$ cat src/shared/rtv_defs.svh
/*
 Register offsets, field positions, writable-bit masks and a control register layout for
 the time/date/alarm value register block. Assumes inclusion by bare name.
*/
`ifndef RTV_DEFS_SVH
`define RTV_DEFS_SVH

`define RTV_OFS_TIME 4'h0
`define RTV_OFS_DATE 4'h4
`define RTV_OFS_ATIME 4'h8
`define RTV_OFS_ADATE 4'hC
`define RTV_OFS_CTRL 5'h10

// Writable masks: hour tens 2 bits, minute/second tens 3 bits, units 4 bits
`define RTV_MASK_TIME 32'h3F7F7F00
// Year 8 bits (none in alarm date), month tens 1 bit, day tens 2 bits, weekday 3 bits
`define RTV_MASK_DATE 32'hFF1F3F07
`define RTV_MASK_ADATE 32'h001F3F07

`define RTV_SEC_TENS_HI 15
`define RTV_SEC_TENS_LO 12
`define RTV_SEC_UNITS_HI 11
`define RTV_SEC_UNITS_LO 8
`define RTV_DAY_UNITS_HI 11
`define RTV_DAY_UNITS_LO 8
`define RTV_WDAY_HI 3
`define RTV_WDAY_LO 0

`define RTV_CTRL_WREN 0
`define RTV_CTRL_CSYNC 1
`define RTV_CTRL_ASYNC 2

`define RTV_RESET_VALUE 32'h00000000

`endif

$ cat src/shared/rtv_pkg.sv
/*
 Types for the value register block: AXI4-Lite channel bundles and response codes.
 Assumes a 32-bit AXI4-Lite master.
*/
package rtv_pkg;
	typedef struct packed {
		logic [4:0] addr;
		logic valid;
	} rtv_addr_type;

	typedef struct packed {
		logic [31:0] data;
		logic [3:0] strb;
		logic valid;
	} rtv_wdata_type;

	typedef enum logic [1:0] {
		RTV_OKAY = 2'h0,
		RTV_SLVERR = 2'h2
	} rtv_resp_type;
endpackage : rtv_pkg

$ cat src/verilog/rtv_top.sv
/*
 Time, date, alarm time and alarm date value registers behind an AXI4-Lite slave.
 Assumes a single-clock system; counting and alarm matching live elsewhere, the write-enable unlock lives here.
*/
// What this block does
// - Seconds tens digit at bits 15-12, BCD 0-5, top bit reads zero.
// - Seconds units digit at bits 11-8, BCD 0-9.
// - Weekday digit at bits 3-0 of date registers, 0-6, bit 3 zero.
// - Day units digit at bits 11-8 of date registers, BCD 0-9.
// - Current date register takes writes only while clock write enable is 1.
// - Date bits 7-4 reserved; software writes zero, ignores read value.
`timescale 1ns/10ps
module rtv_top (
	input wire logic CLOCK,
	input wire logic RSTN,
	input wire logic [4:0] S_AXI_AWADDR,
	input wire logic S_AXI_AWVALID,
	output logic S_AXI_AWREADY,
	input wire logic [31:0] S_AXI_WDATA,
	input wire logic [3:0] S_AXI_WSTRB,
	input wire logic S_AXI_WVALID,
	output logic S_AXI_WREADY,
	output logic [1:0] S_AXI_BRESP,
	output logic S_AXI_BVALID,
	input wire logic S_AXI_BREADY,
	input wire logic [4:0] S_AXI_ARADDR,
	input wire logic S_AXI_ARVALID,
	output logic S_AXI_ARREADY,
	output logic [31:0] S_AXI_RDATA,
	output logic [1:0] S_AXI_RRESP,
	output logic S_AXI_RVALID,
	input wire logic S_AXI_RREADY,
	input wire logic CLOCK_SYNC_STATUS,
	input wire logic ALARM_SYNC_STATUS,
	output logic CLOCK_WRITE_ENABLE
);
	import rtv_pkg::*;
	`include "rtv_defs.svh"

	////////////////////////////////////////////////////////////////////////////
	// Write channel capture: address and data taken in either order
	rtv_addr_type aw_q;
	rtv_wdata_type w_q;
	logic bvalid_q;
	logic [1:0] bresp_q;
	logic awready_q;
	logic wready_q;
	logic wr_fire;
	logic wr_known;
	logic wen_time, wen_date, wen_atime, wen_adate;
	logic wren_q;

	assign wr_fire = aw_q.valid && w_q.valid && !bvalid_q;
	assign wr_known = aw_q.addr[1:0] == 2'h0 && aw_q.addr <= `RTV_OFS_CTRL;

	always_ff @(posedge CLOCK or negedge RSTN) begin
		if (!RSTN) begin
			aw_q <= '0;
			awready_q <= 1'b1;
		end else if (S_AXI_AWVALID && awready_q) begin
			aw_q <= '{addr: S_AXI_AWADDR, valid: 1'b1};
			awready_q <= 1'b0;
		end else if (wr_fire) begin
			aw_q.valid <= 1'b0;
		end else if (!aw_q.valid && !bvalid_q) begin
			awready_q <= 1'b1;
		end
	end

	always_ff @(posedge CLOCK or negedge RSTN) begin
		if (!RSTN) begin
			w_q <= '0;
			wready_q <= 1'b1;
		end else if (S_AXI_WVALID && wready_q) begin
			w_q <= '{data: S_AXI_WDATA, strb: S_AXI_WSTRB, valid: 1'b1};
			wready_q <= 1'b0;
		end else if (wr_fire) begin
			w_q.valid <= 1'b0;
		end else if (!w_q.valid && !bvalid_q) begin
			wready_q <= 1'b1;
		end
	end

	always_ff @(posedge CLOCK or negedge RSTN) begin
		if (!RSTN) begin
			bvalid_q <= 1'b0;
			bresp_q <= RTV_OKAY;
		end else if (wr_fire) begin
			bvalid_q <= 1'b1;
			bresp_q <= wr_known ? RTV_OKAY : RTV_SLVERR;
		end else if (S_AXI_BREADY) begin
			bvalid_q <= 1'b0;
		end
	end

	////////////////////////////////////////////////////////////////////////////
	// Register decode
	// One select per register, raised only in the cycle the write retires
	always_comb begin
		wen_time = 1'b0;
		wen_date = 1'b0;
		wen_atime = 1'b0;
		wen_adate = 1'b0;
		if (wr_fire) begin
			unique case (aw_q.addr)
				{1'b0, `RTV_OFS_TIME}: wen_time = 1'b1;
				// Date write blocked unless the write enable is set; bus still answers OKAY
				{1'b0, `RTV_OFS_DATE}: wen_date = wren_q;
				{1'b0, `RTV_OFS_ATIME}: wen_atime = 1'b1;
				{1'b0, `RTV_OFS_ADATE}: wen_adate = 1'b1;
				default: ;
			endcase
		end
	end

	always_ff @(posedge CLOCK or negedge RSTN) begin
		if (!RSTN) begin
			wren_q <= 1'b0;
		end else if (wr_fire && aw_q.addr == `RTV_OFS_CTRL && w_q.strb[0]) begin
			wren_q <= w_q.data[`RTV_CTRL_WREN];
		end
	end

	logic [31:0] time_q, date_q, atime_q, adate_q;

	// Seconds digits and tens top bit via mask
	rtv_value_reg #(.WMASK(`RTV_MASK_TIME)) u_time (
		.clk(CLOCK),
		.rst_n(RSTN),
		.wr_en(wen_time),
		.wr_data(w_q.data),
		.wr_strb(w_q.strb),
		.value_q(time_q)
	);

	// Reserved bits 7-4 and weekday bit 3 held at zero
	rtv_value_reg #(.WMASK(`RTV_MASK_DATE)) u_date (
		.clk(CLOCK),
		.rst_n(RSTN),
		.wr_en(wen_date),
		.wr_data(w_q.data),
		.wr_strb(w_q.strb),
		.value_q(date_q)
	);

	rtv_value_reg #(.WMASK(`RTV_MASK_TIME)) u_atime (
		.clk(CLOCK),
		.rst_n(RSTN),
		.wr_en(wen_atime),
		.wr_data(w_q.data),
		.wr_strb(w_q.strb),
		.value_q(atime_q)
	);

	rtv_value_reg #(.WMASK(`RTV_MASK_ADATE)) u_adate (
		.clk(CLOCK),
		.rst_n(RSTN),
		.wr_en(wen_adate),
		.wr_data(w_q.data),
		.wr_strb(w_q.strb),
		.value_q(adate_q)
	);

	////////////////////////////////////////////////////////////////////////////
	// Read channel: one-cycle answer from registered data
	logic arready_q;
	logic rvalid_q;
	logic [31:0] rdata_q;
	logic [1:0] rresp_q;
	logic [31:0] rdata_d;
	logic rknown_d;
	logic [31:0] ctrl_word;

	// Control word built from the field positions; unlisted bits read zero
	always_comb begin
		ctrl_word = 32'h00000000;
		ctrl_word[`RTV_CTRL_WREN] = wren_q;
		ctrl_word[`RTV_CTRL_CSYNC] = CLOCK_SYNC_STATUS;
		ctrl_word[`RTV_CTRL_ASYNC] = ALARM_SYNC_STATUS;
	end

	always_comb begin
		rdata_d = 32'h00000000;
		rknown_d = 1'b1;
		unique case (S_AXI_ARADDR)
			{1'b0, `RTV_OFS_TIME}: rdata_d = time_q;
			{1'b0, `RTV_OFS_DATE}: rdata_d = date_q;
			{1'b0, `RTV_OFS_ATIME}: rdata_d = atime_q;
			{1'b0, `RTV_OFS_ADATE}: rdata_d = adate_q;
			// Sync flags are mirrored so software can poll before writing
			`RTV_OFS_CTRL: rdata_d = ctrl_word;
			default: rknown_d = 1'b0;
		endcase
	end

	always_ff @(posedge CLOCK or negedge RSTN) begin
		if (!RSTN) begin
			arready_q <= 1'b1;
			rvalid_q <= 1'b0;
			rdata_q <= 32'h00000000;
			rresp_q <= RTV_OKAY;
		end else if (S_AXI_ARVALID && arready_q) begin
			arready_q <= 1'b0;
			rvalid_q <= 1'b1;
			rdata_q <= rdata_d;
			rresp_q <= rknown_d ? RTV_OKAY : RTV_SLVERR;
		end else if (rvalid_q && S_AXI_RREADY) begin
			rvalid_q <= 1'b0;
			arready_q <= 1'b1;
		end
	end

	assign S_AXI_AWREADY = awready_q;
	assign S_AXI_WREADY = wready_q;
	assign S_AXI_BVALID = bvalid_q;
	assign S_AXI_BRESP = bresp_q;
	assign S_AXI_ARREADY = arready_q;
	assign S_AXI_RVALID = rvalid_q;
	assign S_AXI_RDATA = rdata_q;
	assign S_AXI_RRESP = rresp_q;
	assign CLOCK_WRITE_ENABLE = wren_q;
endmodule : rtv_top

$ cat src/verilog/rtv_value_reg.sv
/*
 One 32-bit value register with byte strobes and a fixed writable-bit mask.
 Assumes the caller qualifies the write enable.
*/
`timescale 1ns/10ps
module rtv_value_reg #(
	parameter logic [31:0] WMASK = 32'hFFFFFFFF
) (
	input wire logic clk,
	input wire logic rst_n,
	input wire logic wr_en,
	input wire logic [31:0] wr_data,
	input wire logic [3:0] wr_strb,
	output logic [31:0] value_q
);
	import rtv_pkg::*;
	`include "rtv_defs.svh"

	logic [31:0] lane_mask;
	logic [31:0] value_d;

	always_comb begin
		for (int i = 0; i < 4; i++) begin
			lane_mask[i*8 +: 8] = {8{wr_strb[i]}};
		end
		// Read-only-zero digit bits never take write data
		value_d = (value_q & ~(lane_mask & WMASK)) | (wr_data & lane_mask & WMASK);
	end

	always_ff @(posedge clk or negedge rst_n) begin
		if (!rst_n) begin
			value_q <= `RTV_RESET_VALUE;
		end else if (wr_en) begin
			value_q <= value_d;
		end
	end
endmodule : rtv_value_reg

$ cat config.mk
export PLATFORM = sky130hd
export DESIGN_NAME = rtv_top
export DESIGN_NICKNAME = d
export VERILOG_FILES = /design/src/shared/rtv_pkg.sv /design/src/verilog/rtv_top.sv /design/src/verilog/rtv_value_reg.sv
export VERILOG_INCLUDE_DIRS = /design/src /design/src/shared
export SDC_FILE = /design/constraint.sdc
export NUM_CORES = 1
export LEC_CHECK = 0
export ABC_CLOCK_PERIOD_IN_PS = 2380
export BUFFER_PORTS_ARGS = -buffer_cell sky130_fd_sc_hd__buf_2
export CELL_PAD_IN_SITES_DETAIL_PLACEMENT = 1
export CELL_PAD_IN_SITES_GLOBAL_PLACEMENT = 2
export CORE_MARGIN = 2
export CORE_UTILIZATION = 39
export CTS_CLUSTER_DIAMETER = 200
export CTS_CLUSTER_SIZE = 10
export DETAILED_ROUTE_END_ITERATION = 10
export PLACE_DENSITY_LB_ADDON = 0.1
export SYNTH_ARGS = -nofsm -noshare
export SYNTH_HDL_FRONTEND = slang
export SYNTH_SLANG_ARGS = --single-unit
$ cat constraint.sdc
create_clock -name CLOCK -period 2.38 [get_ports CLOCK]
set_input_delay 0.476 -clock CLOCK [delete_from_list [all_inputs] [get_ports CLOCK]]
set_output_delay 0.476 -clock CLOCK [all_outputs]
set_load 0.05 [all_outputs]
# After elaboration in Yosys (flattened, before gate mapping)
# Index checks and enable logic that the tools add are counted.
totals:
  wordCells: 94
  ff_bits: 213
op_classes:
  n_reduce_logical: 26
  eq_ne: 10
  mux: 27
  n_lt_le_gt_ge: 1
  bitwise_logic: 12
ops:
  columns: ["op", "n"]
  rows:
  - ["$and 32x32->32", 5]
  - ["$pmux 32 s5", 1]
  - ["$or 32x30->32", 2]
  - ["$not 21->32", 1]
  - ["$not 30->32", 1]
  - ["$not 32->32", 1]
  - ["$or 32x21->32", 1]
  - ["$or 32x32->32", 1]
  - ["$mux 1", 24]
  - ["$eq 5x4->1 const B", 4]
  - ["$reduce_bool 2->1", 6]
  - ["$logic_and 1x1->1", 11]
  - ["$eq 5x3->1 const B", 2]
  - ["$eq 5x5->1 const B", 2]
  - ["$logic_not 5->1", 2]
  - ["$le 5x5->1 const B", 1]
  - ["$reduce_or 5->1", 1]
  - ["$mux 2", 2]
  - ["$ne 2x1->1 const B", 2]
  - ["$reduce_and 2->1", 2]
  - ["$logic_not 1->1", 3]
  - ["$logic_not 2->1", 1]

# Depth between registers and ports, before layout
# Gate-level depths: netlist of run 1.
depth:
  depth_word: 5
  mapped_depth: 6

# Modules after synthesis
# From an unflattened synthesis of run 1, not the netlist that was laid out.
unflattened:
  cells_unflattened: 485
  area_unflattened_um2: 7259.5
modules_own_cells:
  columns: ["mod", "area_per_inst_um2", "n_inst", "cells_per_inst"]
  rows:
  - ["rtv_top", 4035.1, 1, 264]
  - ["rtv_value_reg (u_atime ...)", 835.8, 2, 56]
  - ["rtv_value_reg (u_date)", 894.6, 1, 59]
  - ["rtv_value_reg (u_adate)", 658.1, 1, 50]

# Worst setup path before layout of run 1
# OpenSTA, ideal clock, no wires.
synth_path:
  path_kind: "reg-to-reg"
  start: "register bvalid_q, in the netlist S_AXI_BVALID"
  end: "register (tool-made name)"
  path_buffers: 1
  setup_slack_ps: 399
  stages_incl_launch_ff: 6
  arrival_time_ps: 1856
  path_cell_list: "dfrtp_1 > and4bb_1 > buf_4 > nand3_4 > nor3_4 > mux2_2"
synth_rtl:
  columns: ["element", "line", "rtl"]
  rows:
  - ["start, declared", "rtv_top.sv:44", "logic bvalid_q;"]
  - ["start signal, assigned", "rtv_top.sv:86", "bvalid_q <= 1'b0;"]
  - ["start signal, assigned", "rtv_top.sv:89", "bvalid_q <= 1'b1;"]
  - ["start signal, assigned", "rtv_top.sv:92", "bvalid_q <= 1'b0;"]

==> results of run 1 <==
==> through the flow <==
step           total power [mW]    util  hold slack, ns
6_report                  7.527  0.4774         0.02376
5_1_grt                   7.947  0.4774         0.06101
4_1_cts                   7.644  0.4774         0.04636
3_5_place_dp              5.181  0.4423          0.4820
3_3_place_gp              5.084  0.4423          0.4637
2_1_floorplan             4.649       -          0.1804
==> worst min path at each step <==
stage | startpoint | end | slack [ns]
2_1_floorplan | RSTN | CLOCK_WRITE_ENABLE | 0.18
3_3_place_gp | S_AXI_RDATA[30] | S_AXI_RDATA[30] | 0.46
3_5_place_dp | S_AXI_RDATA[30] | S_AXI_RDATA[30] | 0.48
4_1_cts | RSTN | async pin | 0.05
5_1_grt | RSTN | S_AXI_RDATA[10] | 0.06
6_report | RSTN | S_AXI_RDATA[10] | 0.02
==> cells in the mapped netlist (2+ instances only) <==
cell / count / area, um2
sky130_fd_sc_hd__nor3_4: 3 / 48.80
sky130_fd_sc_hd__nor2b_1: 2 / 12.51
sky130_fd_sc_hd__clkbuf_1: 9 / 33.78
sky130_fd_sc_hd__dfstp_2: 3 / 78.83
sky130_fd_sc_hd__mux4_2: 11 / 247.7
sky130_fd_sc_hd__nand3_1: 9 / 45.04
sky130_fd_sc_hd__mux2i_1: 10 / 100.1
sky130_fd_sc_hd__nor2_1: 5 / 18.77
sky130_fd_sc_hd__buf_4: 10 / 75.07
sky130_fd_sc_hd__or3_1: 2 / 12.51
sky130_fd_sc_hd__nand2_1: 28 / 105.1
sky130_fd_sc_hd__o21ai_0: 20 / 100.1
sky130_fd_sc_hd__o21a_1: 2 / 15.01
sky130_fd_sc_hd__a222oi_1: 3 / 30.03
sky130_fd_sc_hd__a22o_1: 17 / 148.9
sky130_fd_sc_hd__a21oi_1: 3 / 15.01
sky130_fd_sc_hd__mux2_2: 111 / 1250
sky130_fd_sc_hd__dfrtp_1: 142 / 3553
sky130_fd_sc_hd__buf_2: 4 / 20.02
sky130_fd_sc_hd__inv_1: 3 / 11.26
==> final cells by class <==
type	count	area share
clock buffers	25	0.06964
clock inverters	5	0.003965
multi-input cells	247	0.3177
flip-flops and latches	145	0.5004
repair buffers	96	0.07430
well taps	188	0.03241
inverters	3	0.001551
==> placed cells by master, fill, tap and decap left out, drive strengths merged, types with 2 or more instances in the layout <==
| master | n |
|---|---|
| mux4 | 11 |
| nor2 | 5 |
| a21oi | 3 |
| mux2i | 10 |
| o21a | 2 |
| inv | 3 |
| mux2 | 111 |
| nor2b | 2 |
| o21ai | 20 |
| nand3 | 10 |
| buf | 96 |
| clkbuf | 25 |
| nand2 | 28 |
| nor3 | 5 |
| clkinv | 5 |
| nor3b | 2 |
| or3 | 2 |
| conb | 9 |
| dfrtp | 142 |
| a22o | 17 |
| dfstp | 3 |
| a222oi | 3 |
==> layer usage <==
metal  vias to the layer above  track usage  share of wire
li1                       1685            -              -
met1                      1917       0.2406           0.47
met2                        81       0.2910           0.49
met3                        11      0.03909          0.031
met4                         0      0.06394          0.012
met5                         -            0              0
==> power by group <==
part | leakage, nW | internal [mW] | switching (mW) | total, mW
Sequential | 1.91 | 3.09 | 0.541 | 3.63
Clock | 0.269 | 1.45 | 0.961 | 2.42
Combinational | 1.38 | 0.728 | 0.754 | 1.48
==> logic make-up after synthesis <==
family          after synthesis
mux                         132
flops                       145
buf+inv                      27
simple gates                 60
compound gates               46
other cells                   1
==> flow_metrics.py, run 1 <==
metrics = {
    "layout": {
        "stdcell_area_um2": 7258,
        "fillers": 1550,
        "final_net_count": 565,
        "seq_area_um2": 3632,
        "finalNonFillerCells": 709,
        "multiInputGateArea_um2": 2306,
        "area_growth_from_synthesis_to_layout_pct": 19.93,
        "final_layout_size_suffix_gt1_frac": 0.4914,
        "antenna_cells": 0,
    },
    "worst_setup_path": {
        "criticalPathCategory": "flop to flop",
        "r2r_depth": 4,
        "worstReg2RegStart": "S_AXI_BVALID",
        "cpPeakStageDelay_ns": 0.46,
        "cp.buffers_inverters": 0,
        "slowest_stage": "sky130_fd_sc_hd__nor3_4",
        "critical_path_required_ns": 2.67,
        "critPathArrivalTime_ns": 2.25,
        "worst_setup_path_startpoint": "S_AXI_BVALID",
        "worstSetupPathDepth": 4,
        "critical_path.cell_chain": "and4bb_1, nand3_4, nor3_4, mux2_2",
        "end_kind": "flop",
        "critPathTopFamily": "simple AND/OR/NAND/NOR gates",
        "timing.critical_path.from_type": "flop",
        "worst-r2r-setup-slack_ns": 0.43,
        "max_fanout_on_critical_path": 8,
    },
    "placement": {
        "placement.cell_area_um2": 6724,
        "placed_wire_length_estimate_after_detailed_placement_um": 9117,
        "finalWeightedCongestion": 0.7102,
        "pre_cts_slack_ns": 0.3107,
        "post-place-cells": 679,
        "port_buffers": 80,
    },
    "floorplan": {
        "design.die.area_um2": 16530,
        "standard_cell_row_count": 45,
        "top_level_ports": 97,
        "initial_utilization": 0.3981,
        "die_height_um": 128.6,
        "core_region_area_um2": 15200,
        "die_w_um": 128.6,
    },
    "timing": {
        "timing.final.crit_share": 0.8207,
        "layout_min_cycle_time_ns": 1.953,
        "clock.fmax_ghz": 0.5120,
        "setup_viol": 0,
        "timing.final.max_slew_violations": 0,
        "max_slew_margin": 0.4954,
        "clock-skew-final_ns": 0.006017,
        "tns_ns": 0,
        "grt_setup_unrepaired": "no",
        "max_slew.worst_pin.slew_ns": 0.7569,
        "finalHoldViolCount": 0,
        "timing.final.ws_setup_ns": 0.4268,
    },
    "cts": {
        "cts.root.buffer_cell": "sky130_fd_sc_hd__clkbuf_16",
        "count_of_hold_buffers_inserted_by_post_cts_repair": 0,
        "cts.clk_slew.worst_paths_ns": 0.06,
        "cts.sink_count": 145,
        "buffers_inserted_during_post_cts_setup_optimization": 0,
        "cts-resized-gates": 0,
        "cts_tree": "built",
        "cts_made_buffers": 17,
        "clk_lat_worst_skew_ns": 0.41,
        "h-tree-depth": 4,
        "cts_buffer_depth": 2,
    },
    "synthesis": {
        "synth_area_um2": 6052,
        "post_synthesis_async_set_or_reset_flop_share": 1.000,
        "synth_area_in_compound_gates": 0.05231,
        "yosys_warnings": 0,
        "synth_simple_gate_area_share": 0.05913,
        "synth_top_family_by_area": "multiplexers",
        "synth_seq_area_share": 0.6002,
        "netlist-cell-type-count": 34,
        "post_synth_inst_count": 411,
        "synth_top_flop_cell": "sky130_fd_sc_hd__dfrtp_1",
        "post_synthesis_adder_cell_area_fraction": 0,
        "number_of_flops_mapped_to_enable_cells_by_yosys": 0,
        "synth_mux_area_frac": 0.2640,
        "syn_avg_cell_area_um2": 14.73,
        "xor_xnor_share_of_the_synthesized_area": 0,
        "ys_seq_elements": 145,
    },
    "min_path": {
        "min-delay-path-class": "primary input to async pin",
    },
    "drt": {
        "totalWireLength_um": 13530,
        "wl_per_cell_um": 19.09,
        "initialDrtViolationCount": 113,
        "routed-via-count": 3694,
        "number_of_vias_per_cell": 5.210,
        "first_pass_iters": 4,
        "remaining_drc_errors": 0,
        "route.antenna.remaining_nets": 0,
    },
    "grt": {
        "grt_pass1_vias": 4037,
        "grt_antenna_before_repair": 0,
        "grt_usage": 0.1795,
        "grt_start_max_net_pins": 60,
        "wire_length_of_the_first_global_routing_pass_um": 22110,
        "grt_remaining_overflow": 0,
    },
    "pwr": {
        "power_leakage_nw": 3.562,
        "powerDensity_nw_per_um2": 1037,
        "ir_drop_mv": 0.7662,
    },
    "job": {
        "max_cap_viol_count": 0,
    },
    "run_status": {
        "run_status": "finished clean",
    },
}
Power figures use the tool's default switching activity.
==> inputs of run 2 (changes only) <==
Settings changed: ABC_CLOCK_PERIOD_IN_PS 2380 to 1890.
Clock period 2.38 ns to 1.89 ns, I/O delays scaled along.
==> flow_metrics.py, run 2 (synthesized netlist as in run 1, its figures left out) <==
metrics = {
    "floorplan": {
        "initial_utilization": 0.3981,
        "core_region_area_um2": 15200,
        "die_w_um": 128.6,
        "top_level_ports": 97,
        "design.die.area_um2": 16530,
        "standard_cell_row_count": 45,
        "die_height_um": 128.6,
    },
    "cts": {
        "cts_tree": "built",
        "cts.root.buffer_cell": "sky130_fd_sc_hd__clkbuf_16",
        "cts.clk_slew.worst_paths_ns": 0.06,
        "h-tree-depth": 4,
        "cts_made_buffers": 17,
        "buffers_inserted_during_post_cts_setup_optimization": 0,
        "cts_buffer_depth": 2,
        "clk_lat_worst_skew_ns": 0.42,
        "cts.sink_count": 145,
    },
    "layout": {
        "seq_area_um2": 3633,
        "final_net_count": 572,
        "final_layout_size_suffix_gt1_frac": 0.5094,
        "antenna_cells": 0,
        "area_growth_from_synthesis_to_layout_pct": 24.15,
        "postLayoutCoreUtil": 0.4942,
        "multiInputGateArea_um2": 2316,
        "fillers": 1534,
        "layout.cells.most_common": "sky130_fd_sc_hd__dfrtp_1",
        "mostFrequentLayoutCells": "141 x sky130_fd_sc_hd__dfrtp_1, 111 x sky130_fd_sc_hd__mux2_2, 79 x sky130_fd_sc_hd__buf_2",
    },
    "grt": {
        "grt_pass1_vias": 4083,
        "grt_remaining_overflow": 0,
        "grt_start_max_net_pins": 45,
        "grt_antenna_before_repair": 0,
        "grt_usage": 0.1824,
        "grt_busiest_layer": "met2",
        "grt_use_met3": 0.05156,
        "grt.met2_usage": 0.2807,
        "global_route.usage.met1": 0.2563,
        "wire_length_of_the_first_global_routing_pass_um": 22480,
    },
    "drt": {
        "first_pass_iters": 5,
        "wl_per_cell_um": 18.92,
        "remaining_drc_errors": 0,
        "number_of_vias_per_cell": 5.184,
        "totalWireLength_um": 13580,
        "route.antenna.remaining_nets": 0,
        "initialDrtViolationCount": 162,
        "routed-via-count": 3722,
    },
    "worst_setup_path": {
        "max_fanout_on_critical_path": 7,
        "timing.critical_path.from_type": "flop",
        "end_kind": "flop",
        "criticalPathCategory": "flop to flop",
        "critical_path_required_ns": 2.18,
        "critPathArrivalTime_ns": 2.05,
    },
    "timing": {
        "clock-skew-final_ns": 0.006520,
        "setup_viol": 0,
        "max_slew.worst_pin.slew_ns": 0.5450,
        "timing.final.max_slew_violations": 0,
        "final.hold.worst_slack_ns": 0.1361,
        "grt_setup_unrepaired": "no",
        "layout_min_cycle_time_ns": 1.761,
        "clock.fmax_ghz": 0.5678,
        "finalHoldViolCount": 0,
        "max_slew_margin": 0.6366,
        "timing.final.crit_share": 0.9319,
    },
    "placement": {
        "finalWeightedCongestion": 0.7291,
        "placed_wire_length_estimate_after_detailed_placement_um": 9069,
        "port_buffers": 80,
    },
    "run_status": {
        "run_status": "finished clean",
    },
    "pwr": {
        "power_leakage_nw": 3.670,
        "ir_drop_mv": 0.7293,
        "powerDensity_nw_per_um2": 1357,
        "post-layout-total-power_mw": 10.20,
    },
    "min_path": {
        "min-delay-path-class": "primary input to flop",
    },
    "job": {
        "max_cap_viol_count": 0,
    },
}
[run 2: final timing paths]
check | from | end | slack [ns] | cells past startpoint
max | aw_q[2] | flop | 0.13 | 5
min | S_AXI_BREADY | S_AXI_BVALID | 0.14 | 2
max reg2reg | aw_q[2] | flop | 0.13 | 5
min reg2reg | S_AXI_RDATA[21] | S_AXI_RDATA[21] | 0.48 | 2
max in group asynchronous | RSTN | async pin | 0.78 | 3
min in group asynchronous | RSTN | S_AXI_RDATA[14] | 0.46 | 2
[run 2: layout make-up]
class | instances | share of cell area
clock buffers | 19 | 0.06028
clock inverters | 13 | 0.02764
inverters | 3 | 0.001499
multi-input cells | 247 | 0.3082
flip-flops and latches | 145 | 0.4836
well taps | 188 | 0.03131
repair buffers | 103 | 0.08743
[run 2: power breakdown]
| part | internal [mW] | total [mW] | switching (mW) |
|---|---|---|---|
| Clock | 2.41 | 3.71 | 1.29 |
| Combinational | 0.972 | 1.97 | 1.00 |
| Sequential | 3.89 | 4.52 | 0.628 |
| Total | 7.28 | 10.2 | 2.92 |
[run 2: critical path, stage by stage (launching register included)]
cell	delay, ns
sky130_fd_sc_hd__dfrtp_1	0.42
sky130_fd_sc_hd__nor4_2	0.48
sky130_fd_sc_hd__buf_4	0.19
sky130_fd_sc_hd__nand3_1	0.07
sky130_fd_sc_hd__buf_4	0.19
sky130_fd_sc_hd__mux2_2	0.29
[run 2: per-stage QoR]
stage | area [um2] | cells | setup WS, ns | TNS [ns]
floorplan | 6083 | 419 | 0.02524 | 0
global placement | 6833 | 685 | 0.06621 | 0
detailed placement | 6833 | 685 | -0.0005053 | -0.0005053
CTS | 7503 | 718 | 0.06891 | 0
global route | 7513 | 718 | 0.02996 | 0
finish | 7513 | 718 | 0.1287 | 0
[run 2: repair_timing]
action | in CTS | in global routing
resized for setup | 0 | 2
hold buffers | 1 | 0
endpoints found under the hold margin | 39 | 0
endpoints found under the setup margin | 0 | 9
[run 2: routing by layer]
metal,wire [um],share of wire
met2,6317,0.47
met1,6604,0.49
met5,0,0
met3,534,0.039
met4,127,0.0093
